<file path="src/idio_pkg.sv">
// Constants for the instrument digital I/O port bank
package idio_pkg;

  // Bus and port widths
  localparam int ADDR_W = 12;
  localparam int DATA_W = 32;
  localparam int IDX_W = 10;
  localparam int PORT_W = 8;
  localparam int IN_W = 6;
  localparam int HIGH_OUT_W = 4;
  localparam int IRQ_W = 3;
  localparam int IDX_LSB = 2;
  localparam int RESP_W = 2;

  // Register indices; byte address is four times the index
  localparam logic [IDX_W-1:0] IDX_CTRL_LOW = 10'h321;
  localparam logic [IDX_W-1:0] IDX_INTERNAL = 10'h322;
  localparam logic [IDX_W-1:0] IDX_STATUS_A = 10'h323;
  localparam logic [IDX_W-1:0] IDX_CTRL_HIGH = 10'h325;
  localparam logic [IDX_W-1:0] IDX_IRQ_STATUS = 10'h330;
  localparam logic [IDX_W-1:0] IDX_IRQ_MASK = 10'h331;

  // Padding and reset values
  localparam logic [PORT_W-IN_W-1:0] IN_PAD_ONES = 2'h3;
  localparam logic [PORT_W-1:0] PORT_RESET = 8'hFF;
  localparam logic [HIGH_OUT_W-1:0] HIGH_OUT_RESET = 4'hF;
  localparam logic [IRQ_W-1:0] IRQ_RESET = 3'h0;
  localparam logic [DATA_W-PORT_W-1:0] UPPER_ZERO = 24'h000000;
  localparam logic [DATA_W-IRQ_W-1:0] IRQ_UPPER_ZERO = 29'h00000000;
  localparam logic [DATA_W-1:0] WORD_ZERO = 32'h00000000;

  // Interrupt status bit positions
  localparam int IRQ_BIT_LOW = 0;
  localparam int IRQ_BIT_HIGH = 1;
  localparam int IRQ_BIT_INT = 2;

  // AXI responses
  localparam logic [RESP_W-1:0] RESP_OKAY = 2'h0;
  localparam logic [RESP_W-1:0] RESP_SLVERR = 2'h2;

endpackage

</file>
<file path="src/idio_sync.sv">
// Two flip-flop synchroniser for pin inputs
`timescale 1ns/1ps
module idio_sync #(
  parameter int WIDTH = 8,
  parameter logic [WIDTH-1:0] INIT = '1
) (
  input wire logic aclk,
  input wire logic aresetn,
  input wire logic [WIDTH-1:0] pin_in,
  output logic [WIDTH-1:0] sync_out
);

  logic [WIDTH-1:0] stage1;

  // First stage feeds only the second stage
  always_ff @(posedge aclk)
  begin
    if (!aresetn)
    begin
      stage1 <= INIT;
      sync_out <= INIT;
    end
    else
    begin
      stage1 <= pin_in;
      sync_out <= stage1;
    end
  end

endmodule

</file>
<file path="src/idio_ports.sv">
// Digital I/O port bank with AXI4-Lite register access
`timescale 1ns/1ps
module idio_ports
  import idio_pkg::*;
(
  input wire logic aclk,
  input wire logic aresetn,
  input wire logic [idio_pkg::ADDR_W-1:0] s_axi_awaddr,
  input wire logic [2:0] s_axi_awprot,
  input wire logic s_axi_awvalid,
  output logic s_axi_awready,
  input wire logic [idio_pkg::DATA_W-1:0] s_axi_wdata,
  input wire logic [3:0] s_axi_wstrb,
  input wire logic s_axi_wvalid,
  output logic s_axi_wready,
  output logic [idio_pkg::RESP_W-1:0] s_axi_bresp,
  output logic s_axi_bvalid,
  input wire logic s_axi_bready,
  input wire logic [idio_pkg::ADDR_W-1:0] s_axi_araddr,
  input wire logic [2:0] s_axi_arprot,
  input wire logic s_axi_arvalid,
  output logic s_axi_arready,
  output logic [idio_pkg::DATA_W-1:0] s_axi_rdata,
  output logic [idio_pkg::RESP_W-1:0] s_axi_rresp,
  output logic s_axi_rvalid,
  input wire logic s_axi_rready,
  input wire logic [idio_pkg::IN_W-1:0] ctrl_in_low_n,
  input wire logic [idio_pkg::IN_W-1:0] ctrl_in_high_n,
  input wire logic [idio_pkg::PORT_W-1:0] internal_in,
  output logic [idio_pkg::PORT_W-1:0] ctrl_out_low_n,
  output logic [idio_pkg::HIGH_OUT_W-1:0] ctrl_out_high_n,
  output logic [idio_pkg::PORT_W-1:0] internal_out,
  output logic [idio_pkg::PORT_W-1:0] status_out,
  output logic irq
);

  import idio_pkg::*;

  // Byte address to register index
  function automatic logic [IDX_W-1:0] to_idx(input logic [ADDR_W-1:0] addr);
    to_idx = addr[ADDR_W-1:IDX_LSB];
  endfunction

  // Index belongs to the register map
  function automatic logic is_mapped(input logic [IDX_W-1:0] idx);
    is_mapped = (idx == IDX_CTRL_LOW) || (idx == IDX_INTERNAL) || (idx == IDX_STATUS_A)
      || (idx == IDX_CTRL_HIGH) || (idx == IDX_IRQ_STATUS) || (idx == IDX_IRQ_MASK);
  endfunction

  // Synchronised pins
  logic [IN_W-1:0] in_low_s;
  logic [IN_W-1:0] in_high_s;
  logic [PORT_W-1:0] internal_s;
  logic [IN_W-1:0] in_low_prev;
  logic [IN_W-1:0] in_high_prev;
  logic [PORT_W-1:0] internal_prev;

  idio_sync #(.WIDTH(IN_W), .INIT({IN_W{1'b1}})) u_sync_low (
    .aclk(aclk),
    .aresetn(aresetn),
    .pin_in(ctrl_in_low_n),
    .sync_out(in_low_s)
  );

  idio_sync #(.WIDTH(IN_W), .INIT({IN_W{1'b1}})) u_sync_high (
    .aclk(aclk),
    .aresetn(aresetn),
    .pin_in(ctrl_in_high_n),
    .sync_out(in_high_s)
  );

  idio_sync #(.WIDTH(PORT_W), .INIT(PORT_RESET)) u_sync_int (
    .aclk(aclk),
    .aresetn(aresetn),
    .pin_in(internal_in),
    .sync_out(internal_s)
  );

  // Write channel holding registers
  logic aw_held;
  logic w_held;
  logic [IDX_W-1:0] wr_idx;
  logic [PORT_W-1:0] wr_byte;
  logic wr_lane0;

  // Handshakes and decode
  wire aw_fire = s_axi_awvalid && s_axi_awready;
  wire w_fire = s_axi_wvalid && s_axi_wready;
  wire ar_fire = s_axi_arvalid && s_axi_arready;
  wire do_write = aw_held && w_held && !s_axi_bvalid;
  wire wr_en = do_write && wr_lane0;
  wire wr_ctrl_low = wr_en && (wr_idx == IDX_CTRL_LOW);
  wire wr_ctrl_high = wr_en && (wr_idx == IDX_CTRL_HIGH);
  wire wr_internal = wr_en && (wr_idx == IDX_INTERNAL);
  wire wr_status = wr_en && (wr_idx == IDX_STATUS_A);
  wire wr_mask = wr_en && (wr_idx == IDX_IRQ_MASK);
  wire [IDX_W-1:0] rd_idx = to_idx(s_axi_araddr);
  wire rd_irq = ar_fire && (rd_idx == IDX_IRQ_STATUS);

  assign s_axi_awready = !aw_held && !s_axi_bvalid;
  assign s_axi_wready = !w_held && !s_axi_bvalid;
  assign s_axi_arready = !s_axi_rvalid;

  // Interrupt status and mask registers
  logic [IRQ_W-1:0] irq_status;
  logic [IRQ_W-1:0] irq_mask;

  // Read word selection
  wire [PORT_W-1:0] rd_ctrl_low = {IN_PAD_ONES, in_low_s};
  wire [PORT_W-1:0] rd_ctrl_high = {IN_PAD_ONES, in_high_s};
  wire [DATA_W-1:0] rd_word =
    (rd_idx == IDX_CTRL_LOW) ? {UPPER_ZERO, rd_ctrl_low} :
    (rd_idx == IDX_CTRL_HIGH) ? {UPPER_ZERO, rd_ctrl_high} :
    (rd_idx == IDX_INTERNAL) ? {UPPER_ZERO, internal_s} :
    (rd_idx == IDX_STATUS_A) ? {UPPER_ZERO, status_out} :
    (rd_idx == IDX_IRQ_STATUS) ? {IRQ_UPPER_ZERO, irq_status} :
    (rd_idx == IDX_IRQ_MASK) ? {IRQ_UPPER_ZERO, irq_mask} : WORD_ZERO;

  // Input change events; set wins over read clear
  logic [IRQ_W-1:0] events;
  assign events[IRQ_BIT_LOW] = |(in_low_s ^ in_low_prev);
  assign events[IRQ_BIT_HIGH] = |(in_high_s ^ in_high_prev);
  assign events[IRQ_BIT_INT] = |(internal_s ^ internal_prev);
  wire [IRQ_W-1:0] next_irq_status = (rd_irq ? IRQ_RESET : irq_status) | events;

  assign irq = |(irq_status & irq_mask);

  // Write address and data capture, in either order
  always_ff @(posedge aclk)
  begin
    if (!aresetn)
    begin
      aw_held <= 1'b0;
      w_held <= 1'b0;
      wr_idx <= '0;
      wr_byte <= '0;
      wr_lane0 <= 1'b0;
    end
    else
    begin
      if (aw_fire)
      begin
        aw_held <= 1'b1;
        wr_idx <= to_idx(s_axi_awaddr);
      end
      else if (do_write)
        aw_held <= 1'b0;
      if (w_fire)
      begin
        w_held <= 1'b1;
        wr_byte <= s_axi_wdata[PORT_W-1:0];
        wr_lane0 <= s_axi_wstrb[0];
      end
      else if (do_write)
        w_held <= 1'b0;
    end
  end

  // Write response
  always_ff @(posedge aclk)
  begin
    if (!aresetn)
    begin
      s_axi_bvalid <= 1'b0;
      s_axi_bresp <= RESP_OKAY;
    end
    else if (do_write)
    begin
      s_axi_bvalid <= 1'b1;
      s_axi_bresp <= is_mapped(wr_idx) ? RESP_OKAY : RESP_SLVERR;
    end
    else if (s_axi_bready)
      s_axi_bvalid <= 1'b0;
  end

  // Read response; port reads have no side effect
  always_ff @(posedge aclk)
  begin
    if (!aresetn)
    begin
      s_axi_rvalid <= 1'b0;
      s_axi_rdata <= WORD_ZERO;
      s_axi_rresp <= RESP_OKAY;
    end
    else if (ar_fire)
    begin
      s_axi_rvalid <= 1'b1;
      s_axi_rdata <= rd_word;
      s_axi_rresp <= is_mapped(rd_idx) ? RESP_OKAY : RESP_SLVERR;
    end
    else if (s_axi_rready)
      s_axi_rvalid <= 1'b0;
  end

  // Output ports hold until rewritten
  always_ff @(posedge aclk)
  begin
    if (!aresetn)
    begin
      ctrl_out_low_n <= PORT_RESET;
      ctrl_out_high_n <= HIGH_OUT_RESET;
      internal_out <= PORT_RESET;
      status_out <= PORT_RESET;
    end
    else
    begin
      if (wr_ctrl_low)
        ctrl_out_low_n <= wr_byte;
      if (wr_ctrl_high)
        ctrl_out_high_n <= wr_byte[HIGH_OUT_W-1:0];
      if (wr_internal)
        internal_out <= wr_byte;
      if (wr_status)
        status_out <= wr_byte;
    end
  end

  // Interrupt status, mask and change history
  always_ff @(posedge aclk)
  begin
    if (!aresetn)
    begin
      irq_status <= IRQ_RESET;
      irq_mask <= IRQ_RESET;
      in_low_prev <= {IN_W{1'b1}};
      in_high_prev <= {IN_W{1'b1}};
      internal_prev <= PORT_RESET;
    end
    else
    begin
      irq_status <= next_irq_status;
      if (wr_mask)
        irq_mask <= wr_byte[IRQ_W-1:0];
      in_low_prev <= in_low_s;
      in_high_prev <= in_high_s;
      internal_prev <= internal_s;
    end
  end

  // Assertions
  low_in_read_a: assert property (@(posedge aclk) disable iff (!aresetn)
    ar_fire && (rd_idx == IDX_CTRL_LOW) |=>
      s_axi_rvalid && (s_axi_rdata == {UPPER_ZERO, IN_PAD_ONES, $past(in_low_s)}))
    else $error("Low control input read mismatch");

  high_in_read_a: assert property (@(posedge aclk) disable iff (!aresetn)
    ar_fire && (rd_idx == IDX_CTRL_HIGH) |=>
      s_axi_rvalid && (s_axi_rdata[PORT_W-1:IN_W] == IN_PAD_ONES)
      && (s_axi_rdata[IN_W-1:0] == $past(in_high_s)))
    else $error("High control input read mismatch");

  low_out_write_a: assert property (@(posedge aclk) disable iff (!aresetn)
    wr_ctrl_low |=> (ctrl_out_low_n == $past(wr_byte)) && s_axi_bvalid)
    else $error("Low control output not written");

  high_out_write_a: assert property (@(posedge aclk) disable iff (!aresetn)
    wr_ctrl_high |=> ctrl_out_high_n == $past(wr_byte[HIGH_OUT_W-1:0]))
    else $error("High control output not written");

  internal_read_a: assert property (@(posedge aclk) disable iff (!aresetn)
    ar_fire && (rd_idx == IDX_INTERNAL) |=>
      (s_axi_rdata == {UPPER_ZERO, $past(internal_s)}) && (s_axi_rresp == RESP_OKAY))
    else $error("Internal input read mismatch");

  internal_write_a: assert property (@(posedge aclk) disable iff (!aresetn)
    do_write && (wr_idx == IDX_INTERNAL) |=> s_axi_bvalid && (s_axi_bresp == RESP_OKAY))
    else $error("Internal output write refused");

  status_write_a: assert property (@(posedge aclk) disable iff (!aresetn)
    wr_status |=> (status_out == $past(wr_byte)) && s_axi_bvalid)
    else $error("Status outputs not written");

  outputs_hold_a: assert property (@(posedge aclk) disable iff (!aresetn)
    !wr_en |=> $stable(ctrl_out_low_n) && $stable(ctrl_out_high_n)
      && $stable(internal_out) && $stable(status_out))
    else $error("Output port changed without a write");

  status_readback_a: assert property (@(posedge aclk) disable iff (!aresetn)
    ar_fire && (rd_idx == IDX_STATUS_A) |=> s_axi_rdata == {UPPER_ZERO, $past(status_out)})
    else $error("Status readback mismatch");

  read_no_effect_a: assert property (@(posedge aclk) disable iff (!aresetn)
    ar_fire && (rd_idx != IDX_IRQ_STATUS) && !(|events) |=> $stable(irq_status))
    else $error("Port read changed interrupt status");

  irq_set_wins_a: assert property (@(posedge aclk) disable iff (!aresetn)
    rd_irq && (|events) |=> (irq_status & $past(events)) == $past(events))
    else $error("Change event lost to status read clear");

  mask_write_a: assert property (@(posedge aclk) disable iff (!aresetn)
    wr_mask |=> irq_mask == $past(wr_byte[IRQ_W-1:0]))
    else $error("Interrupt mask not written");

  cover_low_write: cover property (@(posedge aclk) disable iff (!aresetn) wr_ctrl_low);
  cover_high_read: cover property (@(posedge aclk) disable iff (!aresetn)
    ar_fire && (rd_idx == IDX_CTRL_HIGH));
  cover_irq: cover property (@(posedge aclk) disable iff (!aresetn) irq ##1 rd_irq);
  cover_bad_addr: cover property (@(posedge aclk) disable iff (!aresetn)
    s_axi_rvalid && (s_axi_rresp == RESP_SLVERR));

endmodule

</file>
<file path="config.mk">
export PLATFORM = sky130hd
export DESIGN_NAME = idio_ports
export DESIGN_NICKNAME = d
export VERILOG_FILES = /design/src/idio_pkg.sv /design/src/idio_sync.sv /design/src/idio_ports.sv
export SDC_FILE = /design/constraint.sdc
export NUM_CORES = 1
export LEC_CHECK = 0
export ABC_AREA = 1
export ABC_CLOCK_PERIOD_IN_PS = 1700
export BUFFER_PORTS_ARGS = -buffer_cell sky130_fd_sc_hd__buf_2
export CORE_AREA = 2 2 117 119
export CTS_BUF_LIST = sky130_fd_sc_hd__clkbuf_8
export DETAILED_ROUTE_END_ITERATION = 10
export DIE_AREA = 0 0 119 121
export HOLD_SLACK_MARGIN = 0.05
export SLEW_MARGIN = 20
export SYNTH_ARGS = -nofsm -noshare
export SYNTH_HDL_FRONTEND = slang
export SYNTH_HIERARCHICAL = 1
export SYNTH_SLANG_ARGS = --single-unit
</file>
<file path="constraint.sdc">
create_clock -name aclk -period 1.7 [get_ports aclk]
set_clock_uncertainty 0.15 [all_clocks]
set_input_delay 0.255 -clock aclk [delete_from_list [all_inputs] [get_ports aclk]]
set_output_delay 0.255 -clock aclk [all_outputs]
set_load 0.005 [all_outputs]
</file>
# Yosys cells after proc, flatten, opt, wreduce, memory -nomap -nowiden
# Index checks and enable logic that the tools add are counted.
[word_totals]
rom_bits = 0
regBits = 153
elab_cells = 94
output_inout_bits = 70
ram_bits = 0
latchBits = 0
inputBits = 93
mem_count = 0
[classes]
div_mod_pow = 0
shifts = 0
n_reduce_logical = 36
n_lt_le_gt_ge = 0
multipliers = 0
eq_ne = 12
muxes = 16
n_addsub = 0
bitwise = 5
[op_table]
columns = ["op", "n"]
rows = [
  ["equality test 10 bit (second input constant)", 12],
  ["two-way mux 8 bit", 4],
  ["logical AND 1 bit", 14],
  ["OR reduction 6 bit", 2],
  ["XOR 6 bit", 2],
  ["logical OR 1 bit", 10],
  ["two-way mux 3 bit", 3],
  ["nonzero test 2 bit", 4],
  ["OR reduction 8 bit", 1],
  ["XOR 8 bit", 1],
  ["two-way mux 1 bit", 7],
  ["zero test 1 bit", 4],
  ["two-way mux 2 bit", 2],
  ["bitwise AND 3 bit", 1],
  ["bitwise OR 3 bit", 1],
  ["OR reduction 3 bit", 1],
]

# Longest topological paths before layout
[logic_depth]
depth_word = 7
mapped_depth = 12
mapped_depth_nobuf = 12

# Modules after synthesis
# Netlist, hierarchy kept.
[modules_own_cells]
columns = ["mod", "instances", "cells_each", "area_per_inst_um2", "seq_area_each_um2"]
rows = [
  ["idio_ports", 1, 506, 4013.8, 1741.7],
  ["idio_sync at u_sync_high ...", 2, 37, 341.6, 240.2],
  ["idio_sync at u_sync_int", 1, 50, 479.2, 320.3],
]

# Worst setup path after synthesis
# OpenSTA, ideal clock, no wires.
[synth_path]
path_type = "register to register"
start = "register wr_idx[6]"
end = "register status_out[5] in the netlist's numbering"
slack_ns = 0.208
setup_time_ns = 0.142
arrival_ns = 1.200
stages_incl_launch_ff = 8
path_buffers = 1
required_time_ns = 1.408
period_less_slack_ns = 1.492
path_cell_list = "dfxtp_1 nor2_2 nand2_1 nor4_2 nand2_2 buf_6 nand2_1 o211ai_2"
[synth_via]
elab_chain_cells = 2
[synth_rtl]
columns = ["item", "line", "text"]
rows = [
  ["start: declaration", "idio_ports.sv:82", "logic [IDX_W-1:0] wr_idx;"],
  ["start signal: assignment", "idio_ports.sv:144", "wr_idx <= to_idx(s_axi_awaddr);"],
  ["equality test 10 bit", "idio_ports.sv:95", "wire wr_status = wr_en && (wr_idx == IDX_STATUS_A);"],
  ["logical AND 1 bit", "idio_ports.sv:95", ""],
  ["end signal: assignment", "idio_ports.sv:214", "status_out <= wr_byte;"],
  ["end: declaration", "idio_ports.sv:33", "output logic [idio_pkg::PORT_W-1:0] status_out,"],
]
# Every way passes these cells.
# A chain may end at the register's enable or synchronous reset.

# Final worst setup path
[layout_path]
start = "register wr_idx[7]"
end = "register s_axi_bresp[1] in the netlist's numbering"
[layout_via]
elab_chain_cells = 7
word_cells_on_any_way = 12
cone_classes = "6 x eq/ne; 1 x mux; 5 x reduce/logical"
[layout_rtl]
columns = ["item", "line", "text"]
rows = [
  ["equality test 10 bit", "idio_ports.sv:46", "is_mapped = (idx == IDX_CTRL_LOW) || (idx == IDX_INTERNAL) || (idx == IDX_STATUS_A)"],
  ["logical OR 1 bit (2 in a row)", "idio_ports.sv:46", ""],
  ["logical OR 1 bit (2 in a row)", "idio_ports.sv:47", "|| (idx == IDX_CTRL_HIGH) || (idx == IDX_IRQ_STATUS) || (idx == IDX_IRQ_MASK);"],
  ["logical OR 1 bit *", "idio_ports.sv:47", ""],
  ["two-way mux 2 bit *", "idio_ports.sv:170", "s_axi_bresp <= is_mapped(wr_idx) ? RESP_OKAY : RESP_SLVERR;"],
  ["end signal: assignment", "idio_ports.sv:170", ""],
  ["end: declaration", "idio_ports.sv:16", "output logic [idio_pkg::RESP_W-1:0] s_axi_bresp,"],
]
# Every way passes the cells marked *; elsewhere a longest branch is shown, timed or not.

==> impl_metrics.ini <==
[status]
status = completed

[min_path]
worstHoldPathCells = 5
worst_hold_path.endpoint = s_axi_rdata[4]$_SDFFE_PN0P_
min_path_type = in -> reg
min_from = s_axi_arvalid

[sta]
hold_viol = 0
rsz0062_at_grt = true
fin_tns_setup_ps = 0
fmax_mhz = 598.7
post-route-min-period_ps = 1670
setup_viol = 0
fin_crit_sh = 0.9825
holdWs_ps = 125.9
slew_viol_final = 0

[drt]
vias_per_cell = 4.476
num_vias = 4400
antenna_left = 0
drt_pass1_iterations = 4
drc_errors = 0
drt-initial-drc-count = 199
wl_per_cell_um = 12.07
totalWireLength_um = 11870

[power]
p_leak_nw = 3.482
vdd_drop_max_mv = 0.5360
power_density_mw_per_mm2 = 947.1

[finish]
areaGrowthSynthToFinish_pct = 31.47
top_register = wr_idx
stdcell_count = 983
utilization = 0.5201
nets = 887
fill_cells = 1237
drive_above_1_share = 0.2602
largest_register_ffs = 10
diodes = 0

[floorplan]
die_area_sq_mm = 0.01440
num_rows = 42
initial_core_util = 0.3956
die_h_um = 121
die_w_um = 119
fp.coreArea_sq_mm = 0.01309
ios = 163

[setup_path]
worstSetupPathType = reg -> reg
cp_data_required_time_ps = 1870
r2r-start = wr_idx[7]$_SDFFE_PN0P_
r2r_slack_ps = 30
reg2reg_to = s_axi_bresp[1]$_SDFFE_PN0P_
critPathArrivalTime_ps = 1840
cp-end-kind = flop
critPathLaunchType = flop
path_max_fanout = 5
r2r_cells = 9

[clock_network]
clk_latency_ps = 440
htreeDepth = 4
cts_tree = yes
cts_buffer_depth = 2
clk_pin_slew_ps = 70
cts.sinks = 127
numCtsBuffers = 17
cts-root-buf = clkbuf_8

[global_routing]
antenna_found_initial = 1
grt_pass1_vias = 4094
grt.overflow.total = 0
track_usage = 0.1669
grt_max_degree = 63
grt_pass1_wl_um = 18620

[job]
maxCapViolCount = 0

[yosys]
synthMostInstantiatedCell = nand2_1
ys_seq_area_frac = 0.4912
yosys-top-cells-count = nand2_1 (131), dfxtp_1 (127), inv_1 (83), nor2_1 (41), a21oi_1 (30)
synthTopCellsByArea = dfxtp_1 (49%), nand2_1 (9.5%), inv_1 (6.0%)
synth_top_flop_cell = dfxtp_1
synth-edff-count = 0
syn_area_sq_mm = 0.005176
ys_warn_count = 6
synthArstFlopShare = 0
synth-seq-cells = 127
synth_top_area_frac = 0.4912
synthesis.instances = 630
synth_top_area_cell = dfxtp_1
syn_avg_cell_area_sq_um = 8.216
post_synth_num_cell_types = 41

[placed_design]
io_buffers = 99
dpl.cell_count = 896
gp_congestion = 0.9114
hpwlAfterDp_um = 8408
## cells by family after synthesis
family | count (synthesis) | synth area share
other | 1 | 0.0007245
flip-flops | 127 | 0.4912
XOR/XNOR | 14 | 0.02369
buffers and inverters | 135 | 0.1281
AND/OR/NAND/NOR | 244 | 0.2238
AO/OA/AOI/OAI | 109 | 0.1325
## layer usage
| layer | wire length [um] | up-vias | track usage |
|---|---|---|---|
| li1 | - | 2280 | - |
| met1 | 5321 | 1975 | 0.1939 |
| met3 | 512 | 29 | 0.04981 |
| met5 | 17 | - | 0 |
| met4 | 396 | 2 | 0.1012 |
| met2 | 5619 | 114 | 0.2716 |
## layout make-up
class / count / area, sq um / share of cell area
timing repair buffer: 165 / 1152 / 0.1693
sequential: 127 / 2544 / 0.3738
tap: 176 / 220.2 / 0.03236
inverter: 89 / 335.3 / 0.04927
clock inverter: 14 / 165.2 / 0.02427
multi-input combinational: 394 / 2141 / 0.3146
clock buffer: 18 / 247.7 / 0.03640
## what timing repair did
action / in CTS / in global routing
setup buffers: 0 / 4
endpoints found under the setup margin: 0 / 18
gates resized for setup: 0 / 20
hold endpoints to repair: 47 / 0
hold buffers: 51 / 0
## worst max-delay path by stage
stage / from / end / slack [ps] / depth (start not counted)
floorplan: wr_idx[6]$_SDFFE_PN0P_ / status_out[5]$_SDFFE_PN1P_ / 210 / 7
global placement: s_axi_araddr[9] / s_axi_rdata[4]$_SDFFE_PN0P_ / 60 / 8
detailed placement: wr_idx[6]$_SDFFE_PN0P_ / status_out[0]$_SDFFE_PN1P_ / 20 / 6
CTS: wr_idx[6]$_SDFFE_PN0P_ / status_out[0]$_SDFFE_PN1P_ / 2 / 6
global route: wr_idx[8]$_SDFFE_PN0P_ / internal_out[2]$_SDFFE_PN1P_ / -80 / 7
finish: wr_idx[7]$_SDFFE_PN0P_ / s_axi_bresp[1]$_SDFFE_PN0P_ / 30 / 9
## worst max-delay path: stages (launching register included)
cell     delay, ps
dfxtp_2        340
nor2_4         130
nand2_4         80
nor2_4         190
nand2_2        100
nor3_4         220
buf_4          150
a21oi_1         30
o21ai_1        100
a21oi_1         80
## stage by stage
stage          power, mW  cell area [sq um]  setup slack [ps]
3_3_place_gp       3.719               5776             56.29
2_1_floorplan      3.583               5270             207.8
3_5_place_dp       3.735               5776             21.19
4_1_cts            6.502               6699             2.121
6_report           6.445               6805             29.72
5_1_grt            6.751               6805            -78.49
## layout by cell type, fill, tap and decap left out, drive strengths merged, types with 2 or more instances in the layout
cell,netlist,routed
or2,9,9
nor2,51,51
dlygate4sd3,0,51
dfxtp,127,127
clkinvlp,0,4
o211ai,29,29
o21bai,2,2
nand2,143,143
nor4,2,2
nand4,4,4
clkbuf,11,18
inv,88,91
clkinv,1,5
nor3,5,5
o21ai,40,40
xor2,3,3
a21oi,31,31
xnor2,11,11
nand3,28,29
bufinv,0,3
buf,35,114
o2111ai,2,2
conb,1,26
a31oi,4,4
## where the power goes
group / internal, mW / switching, mW
clock network: 1.48 / 1.19
registers: 3.10 / 0.0623
logic: 0.275 / 0.340
No activity file was read; power rests on OpenSTA's default activity.
